### src/hw/smad_defines.svh
/*
  constants for the subtract datapath: opcodes, field positions, flag bit
  positions, reset values and address limits.
  assumes it is included by bare name from the package and the datapath.
*/
// Notes on behaviour
// [RQ1] file minus accumulator, two's complement, 8-bit
// [RQ2] destination bit zero writes accumulator only
// [RQ3] destination bit one writes file register only
// [RQ4] bank bit zero uses fixed access bank
// [RQ5] bank bit one prepends bank pointer
// [RQ6] extended set, bank zero, address <=95: indexed
// [RQ7] with-borrow subtracts accumulator then borrow
// [RQ8] borrow is complement of carry flag
// [RQ9] carry set when no borrow occurred
// [RQ10] negative result clears carry, negative copies bit7
// [RQ11] zero flag set on zero result
// [RQ12] literal minus accumulator, result to accumulator
// [RQ13] literal below accumulator wraps, carry cleared
// [RQ14] one cycle: read q2, compute q3, write q4
// [RQ15] signed range and nibble carry flags updated
`ifndef SMAD_DEFINES_SVH
`define SMAD_DEFINES_SVH

// ----------------------------------------------------------------
// opcode fields of the 16-bit instruction word
// ----------------------------------------------------------------
`define SMAD_OP_LIT_HI        8'h08
`define SMAD_OP_FILE_HI       6'h17
`define SMAD_OP_FILEB_HI      6'h16
`define SMAD_D_BIT            9
`define SMAD_A_BIT            8

// ----------------------------------------------------------------
// status bit positions and limits
// ----------------------------------------------------------------
`define SMAD_ST_C             0
`define SMAD_ST_DC            1
`define SMAD_ST_Z             2
`define SMAD_ST_OV            3
`define SMAD_ST_N             4
`define SMAD_INDEX_MAX        8'h5F
`define SMAD_ACCESS_SPLIT     8'h60
`define SMAD_ACCESS_HI_BANK   4'hF
`define SMAD_ACC_RESET        8'h00
`define SMAD_STATUS_RESET     5'h00
`define SMAD_BANK_RESET       4'h0

`endif

### src/hw/smad_pkg.sv
/*
  types shared by the subtract datapath.
  assumes smad_defines.svh is on the include path.
*/
package smad_pkg;
`include "smad_defines.svh"

  // ----------------------------------------------------------------
  // types
  // ----------------------------------------------------------------
  typedef enum logic [1:0]
  {
    SMAD_Q1 = 2'b00,
    SMAD_Q2 = 2'b01,
    SMAD_Q3 = 2'b10,
    SMAD_Q4 = 2'b11
  } smad_phase_type;

  typedef enum logic [1:0]
  {
    SMAD_OP_NONE  = 2'b00,
    SMAD_OP_LIT   = 2'b01,
    SMAD_OP_FILE  = 2'b10,
    SMAD_OP_FILEB = 2'b11
  } smad_op_type;

  // status flags as held by the core
  typedef struct packed
  {
    logic neg;
    logic signed_range_flag;
    logic zero;
    logic nibble_carry_flag;
    logic carry;
  } smad_status_type;

  // file memory request toward the outside
  typedef struct packed
  {
    logic        rd;
    logic        wr;
    logic [11:0] addr;
    logic [7:0]  wdata;
  } smad_file_req_type;

endpackage

### src/hw/smad_datapath.sv
/*
  subtract datapath: literal minus accumulator, file minus accumulator,
  file minus accumulator with borrow, destination and bank selection,
  status flag updates, sequenced over four clock phases per instruction.
  assumes the decoder holds instr stable and pulses instr_valid in the
  cycle before q1; file memory returns read data in the same cycle as rd.
*/
`include "smad_defines.svh"

module smad_datapath
(
  // clock and reset
  input  wire logic                       ref_clk,
  input  wire logic                       rst,
  // decoder side
  input  wire logic                       instr_valid,
  input  wire logic [15:0]                instr,
  input  wire logic                       ext_set_en,
  input  wire logic [3:0]                 bank_pointer,
  input  wire logic [11:0]                index_base,
  // file memory side
  input  wire logic [7:0]                 file_rdata,
  output smad_pkg::smad_file_req_type     file_req,
  // architectural state
  output logic      [7:0]                 acc,
  output smad_pkg::smad_status_type       status,
  output logic                            busy,
  output logic                            done
);
  import smad_pkg::*;

  // ----------------------------------------------------------------
  // functions
  // ----------------------------------------------------------------
  // a - b - borrow; returns {carry, nibble carry, signed range, result}
  function automatic logic [10:0] sub8(input logic [7:0] a, input logic [7:0] b, input logic bin);
    logic [8:0] full;
    logic [4:0] low;
    logic [7:0] r;
    logic       ov;
    // bit 8 of the sum is the inverted borrow, which is what the carry flag keeps
    full = {1'b0, a} + {1'b0, ~b} + {8'h00, ~bin};   // [RQ1]
    low  = {1'b0, a[3:0]} + {1'b0, ~b[3:0]} + {4'h0, ~bin};
    r    = full[7:0];
    ov   = (a[7] != b[7]) && (r[7] != a[7]);           // [RQ15]
    sub8 = {full[8], low[4], ov, r};
  endfunction

  // ----------------------------------------------------------------
  // state
  // ----------------------------------------------------------------
  smad_phase_type    phase_q,  phase_d;
  smad_op_type       op_q,     op_d;
  logic              busy_q,   busy_d;
  logic              done_q,   done_d;
  logic [15:0]       instr_q,  instr_d;
  logic [7:0]        opnd_q,   opnd_d;
  logic [7:0]        res_q,    res_d;
  logic [10:0]       alu_q,    alu_d;
  logic [7:0]        acc_q,    acc_d;
  smad_status_type   status_q, status_d;
  smad_file_req_type req_q,    req_d;
  logic [11:0]       addr_q,   addr_d;

  // operand address and fields are decoded from the held instruction word
  logic [11:0]       eff_addr;
  logic [7:0]        fa;
  logic              a_bit;

  assign fa    = instr_q[7:0];
  assign a_bit = instr_q[`SMAD_A_BIT];

  // ----------------------------------------------------------------
  // address resolution
  // ----------------------------------------------------------------
  always_comb
  begin
    // indexed mode wins over the access bank split; bank pointer only matters when a=1
    if (ext_set_en && !a_bit && (fa <= `SMAD_INDEX_MAX))
      eff_addr = index_base + {4'h0, fa};              // [RQ6]
    else if (a_bit)
      eff_addr = {bank_pointer, fa};                   // [RQ5]
    else if (fa < `SMAD_ACCESS_SPLIT)
      eff_addr = {4'h0, fa};                           // [RQ4]
    else
      eff_addr = {`SMAD_ACCESS_HI_BANK, fa};           // [RQ4]
  end

  // ----------------------------------------------------------------
  // sequencer and datapath
  // ----------------------------------------------------------------
  always_comb
  begin
    phase_d  = phase_q;
    op_d     = op_q;
    busy_d   = busy_q;
    done_d   = 1'b0;
    instr_d  = instr_q;
    opnd_d   = opnd_q;
    res_d    = res_q;
    alu_d    = alu_q;
    acc_d    = acc_q;
    status_d = status_q;
    addr_d   = addr_q;
    req_d    = '0;
    req_d.addr = addr_q;
    case (phase_q)
      SMAD_Q1:
      begin
        // decode; a new instruction is accepted only while idle
        if (busy_q)
        begin
          phase_d = SMAD_Q2;
          if (op_q != SMAD_OP_LIT)
          begin
            req_d.rd   = 1'b1;                         // [RQ14]
            req_d.addr = eff_addr;
            addr_d     = eff_addr;
          end
        end
        else if (instr_valid)
        begin
          instr_d = instr;
          busy_d  = 1'b1;
          if (instr[15:8] == `SMAD_OP_LIT_HI)
            op_d = SMAD_OP_LIT;
          else if (instr[15:10] == `SMAD_OP_FILE_HI)
            op_d = SMAD_OP_FILE;
          else if (instr[15:10] == `SMAD_OP_FILEB_HI)
            op_d = SMAD_OP_FILEB;
          else
          begin
            // unknown opcodes leave the datapath idle and touch no flag
            op_d   = SMAD_OP_NONE;
            busy_d = 1'b0;
          end
        end
      end
      SMAD_Q2:
      begin
        // operand read: literal or file data
        opnd_d  = (op_q == SMAD_OP_LIT) ? instr_q[7:0] : file_rdata;   // [RQ14]
        phase_d = SMAD_Q3;
      end
      SMAD_Q3:
      begin
        if (op_q == SMAD_OP_FILEB)
          alu_d = sub8(opnd_q, acc_q, ~status_q.carry);  // [RQ7] [RQ8]
        else
          alu_d = sub8(opnd_q, acc_q, 1'b0);             // [RQ1] [RQ12] [RQ13]
        res_d   = alu_d[7:0];
        phase_d = SMAD_Q4;
      end
      SMAD_Q4:
      begin
        // flags come from the registered alu word so q4 never waits on the adder
        status_d.carry             = alu_q[10];          // [RQ9] [RQ10] [RQ13]
        status_d.nibble_carry_flag = alu_q[9];           // [RQ15]
        status_d.signed_range_flag = alu_q[8];           // [RQ15]
        status_d.neg               = res_q[7];           // [RQ10]
        status_d.zero              = (res_q == 8'h00);   // [RQ11]
        if ((op_q == SMAD_OP_LIT) || !instr_q[`SMAD_D_BIT])
          acc_d = res_q;                                 // [RQ2] [RQ12]
        else
        begin
          req_d.wr    = 1'b1;                            // [RQ3]
          req_d.addr  = addr_q;
          req_d.wdata = res_q;
        end
        busy_d  = 1'b0;
        done_d  = 1'b1;
        phase_d = SMAD_Q1;                               // [RQ14]
      end
      default:
        phase_d = SMAD_Q1;
    endcase
  end

  always_ff @(posedge ref_clk)
  begin
    // every register is reset so the outputs are defined from the first edge
    if (rst)
    begin
      phase_q  <= SMAD_Q1;
      op_q     <= SMAD_OP_NONE;
      busy_q   <= 1'b0;
      done_q   <= 1'b0;
      instr_q  <= 16'h0000;
      opnd_q   <= 8'h00;
      res_q    <= 8'h00;
      alu_q    <= 11'h000;
      acc_q    <= `SMAD_ACC_RESET;
      status_q <= `SMAD_STATUS_RESET;
      req_q    <= '0;
      addr_q   <= 12'h000;
    end
    else
    begin
      phase_q  <= phase_d;
      op_q     <= op_d;
      busy_q   <= busy_d;
      done_q   <= done_d;
      instr_q  <= instr_d;
      opnd_q   <= opnd_d;
      res_q    <= res_d;
      alu_q    <= alu_d;
      acc_q    <= acc_d;
      status_q <= status_d;
      req_q    <= req_d;
      addr_q   <= addr_d;
    end
  end

  // ----------------------------------------------------------------
  // outputs, all registered
  // ----------------------------------------------------------------
  // file_req.addr keeps the last resolved address between strobes
  assign file_req = req_q;
  assign acc      = acc_q;
  assign status   = status_q;
  assign busy     = busy_q;
  assign done     = done_q;

endmodule

### config.mk
export PLATFORM = sky130hd
export DESIGN_NAME = smad_datapath
export DESIGN_NICKNAME = d
export VERILOG_FILES = /design/src/hw/smad_pkg.sv /design/src/hw/smad_datapath.sv
export VERILOG_INCLUDE_DIRS = /design/src /design/src/hw
export SDC_FILE = /design/constraint.sdc
export NUM_CORES = 1
export LEC_CHECK = 0
export ABC_AREA = 1
export BUFFER_PORTS_ARGS = -buffer_cell sky130_fd_sc_hd__buf_2
export CORE_MARGIN = 10
export CORE_UTILIZATION = 35
export CTS_CLUSTER_SIZE = 40
export DETAILED_ROUTE_END_ITERATION = 16
export SLEW_MARGIN = 20
export SYNTH_ARGS = -nofsm -noshare
export SYNTH_HDL_FRONTEND = slang
export SYNTH_SLANG_ARGS = --single-unit
### constraint.sdc
create_clock -name ref_clk -period 2.1 [get_ports ref_clk]
set_clock_uncertainty 0.05 [all_clocks]
set_input_delay 0 -clock ref_clk [delete_from_list [all_inputs] [get_ports ref_clk]]
set_output_delay 0 -clock ref_clk [all_outputs]
set_load 0.05 [all_outputs]
==> metrics.md <==
| Metric | Value |
|---|---|
| Nets@finish | 725 |
| Top post-synthesis cells by area | dfxtp_1, a21oi_1, inv_1 |
| Initial DRC Count | 194 |
| Final WS setup | -0.279 ns |
| Highest Clock Rate | 0.420 GHz |
| H-tree depth | 3 |
| Fin crit period | 2.38 ns |
| Number of synthesized register bits | 82 |
| CTS buffer count | 9 |
| CORE AREA | 11,000 um2 |
| GP Congestion | 0.861 |
| CP endpoint kind | flip-flop |
| Unrepaired setup endpoints after global routing | yes |
| HP Class | input port to flip-flop |
| Syn Inst Count | 529 |
| Post-synth cell types | 35 |
| GRT Total Usage | 13.4% |
| Slew Limit Headroom | 63.5% |
| Initial Util | 36.2% |
| CTS tree | done |
| N_diodes | 0 |
| Commonest non-fill, non-tap cell in the layout | buf_2 |
| Pwr dens | 1420 nW/um2 |
| Area added between synthesis and finish | 34.4% |
| Fin crit share | 113% |
| Vias | 3,782 |
| I/O pin cnt | 81 |
| Hpwl dp | 8250 um |
| Cell row count | 38 |
| Cells on Worst Hold Path | 3 |
| Max-cap viol count | 0 |
| Die ar. | 16,000 um2 |
| Post-layout util | 48.7% |
| Post-Syn Nets | 598 |
| Wire length on met3 | 490 um |
| Synthesized area | 3980 um2 |
| First-pass GRT wire length | 18,000 um |
| Drt first pass iters | 4 |
| Startpoint types | flip-flop |
| Top-area cell type share of the netlist area | 41.3% |
| Post-DRT Antenna Nets | 0 |
| Worst Path Max Fanout | 3 |
| Number of clock sinks | 82 |
| Worst Path Required | 2.28 ns |
| I/O Buffers | 80 |
| Sequential area share after synthesis | 41.3% |
| DRC | 0 |
| Vias per cell | 4.73 |
| Worst skew pair latency | 0.33 ns |
| Fin Setup TNS | -1.21 ns |
| Violated checks | negative setup slack |
| Final hold violations | 0 |
| Most frequent cells in the layout | buf_2, dfxtp_1, inv_1 |
| Synth warn | 0 |
| Clock buffer depth | 2 |
| Leading area contributor after synthesis | dfxtp_1 |
| Mean post-synth cell area | 7.52 um2 |
| Max IR drop VDD | 614 uV |
| Clk slew on worst S/H paths | 0.06 ns |
| WL per Instance | 13.6 um |
| Initial antenna violation count | 0 |
| Setup violations, final | 6 |
| Die Span Y | 127 um |
| Multi-input combinational cell area | 2060 um2 |
| Drt total wl | 10,900 um |
| Crit path DAT | 2.56 ns |
| Leak | 2.60 nW |
| Critical path class | flip-flop to flip-flop |
| Clk root buf | clkbuf_16 |
| # fillers | 1,065 |
| Wl on met1 | 5010 um |
| Status | complete, but fails checks |
| Number of global-route vias before repair | 3,803 |
| DR top layer | met4 |
| Total power | 7.57 mW |
| Overflow after GRT | 0 |
| Worst-Margin Slew | 0.547 ns |
| FF+latch area | 1650 um2 |
| Die width | 127 um |
| Fraction of layout cells with a size suffix above 1 | 25.6% |
| Reg2Reg Depth | 17 |
| Largest net degree at the start of global routing | 27 |
| Met2 wire len | 5250 um |
| Max-slew violation count | 0 |
==> final timing paths <==
check | from | end | slack, ns
max | acc[0]$_SDFFE_PP0P_ | alu_q[10]$_SDFFE_PP0P_ | -0.28
min reg2reg | res_q[2]$_SDFFE_PP0P_ | file_req[2]$_SDFF_PP0_ | 0.41
max reg2reg | acc[0]$_SDFFE_PP0P_ | alu_q[10]$_SDFFE_PP0P_ | -0.28
min | bank_pointer[0] | file_req[16]$_SDFF_PP0_ | 0.002
==> timing repair <==
item,in CTS,in global routing
pin swaps,12,13
buffers inserted,5,3
hold endpoints to repair,28,0
endpoints found under the setup margin,4,12
hold buffers,25,0
gates resized for setup,5,16
==> per-layer routing <==
layer / track usage (%) / up-vias
met3: 3.04 / 9
met2: 22.7 / 68
met1: 16.2 / 1696
li1: - / 2009
met4: 4.96 / 0
met5: 0 / -
==> flip-flops by register name, summed over array words and instances (netlist names), 2 cells and up <==
register	flops
acc	8
alu_q	4
op_q	2
res_q	7
file_req	22
opnd_q	8
instr_q	10
status	5
phase_q	2
addr_q	12
==> layout make-up <==
type                            count  share of cell area, %
Timing Repair Buffer              131                   15.9
Clock inverter                      2                  0.187
Tap cell                          140                   3.27
Clock buffer                       12                   5.19
Multi-Input combinational cell    346                   38.5
Sequential cell                    82                   30.9
Inverter                           86                   6.08
==> synth_stat cells <==
library cell / number
dfxtp_1: 82
o21ai_1: 18
o211ai_1: 17
and3_1: 1
buf_2: 1
o221ai_1: 1
nand3b_1: 3
nand3_4: 1
a211oi_1: 3
nand3_1: 24
inv_2: 9
nor2_4: 2
nand2_2: 6
buf_1: 1
nand4_1: 2
a21oi_1: 66
a21o_1: 3
nand3_2: 3
nor4_1: 3
a21oi_2: 1
fa_1: 2
o21ai_0: 44
xor2_1: 3
nand2_1: 74
nor2_2: 2
a221oi_1: 1
nor2_1: 36
xnor2_1: 2
and2_1: 1
nor4b_1: 1
nor3_1: 1
a31oi_1: 2
inv_1: 77
ha_1: 23
clkbuf_1: 13
==> cells by family (layout without fill, tap and decap cells) <==
| kind of cell | Yosys count | after routing | synth area share (%) |
|---|---|---|---|
| xor+xnor | 5 | 5 | 1.10 |
| flops | 82 | 82 | 41.3 |
| fa+ha+maj | 25 | 25 | 8.24 |
| simple gates | 160 | 160 | 18.4 |
| buf+inv | 101 | 231 | 9.56 |
| compound gates | 156 | 156 | 21.4 |
==> critical path, cell delays in order (launching register included) <==
cell	delay, ns
dfxtp_4	0.35
inv_4	0.06
ha_4	0.13
inv_2	0.04
fa_1	0.48
inv_2	0.10
ha_4	0.13
inv_2	0.03
nand2_2	0.07
o21ai_4	0.07
nor2_4	0.14
nand3_4	0.10
nor2_4	0.14
nand3_2	0.08
nand2_1	0.08
nand2_1	0.05
o21ai_1	0.13
inv_1	0.04
==> power by group <==
group	total, mW	switching (mW)	internal, mW
clock	1.51	0.587	0.919
combinational	4.08	2.40	1.68
sequential	1.98	0.180	1.80
==> through the flow <==
stage / instance area, um2 / hold slack (ns) / worst slack, ns / std cells
finish: 5350 / 0.00199 / -0.279 / 799
global route: 5350 / 0.0272 / -0.413 / 799
CTS: 5260 / 0.00293 / -0.188 / 796
floorplan: 4010 / 0.0382 / -0.266 / 529
global placement: 4670 / 0.239 / -0.216 / 753
detailed placement: 4670 / 0.238 / -0.299 / 753
(Power assumes the default switching activity.)
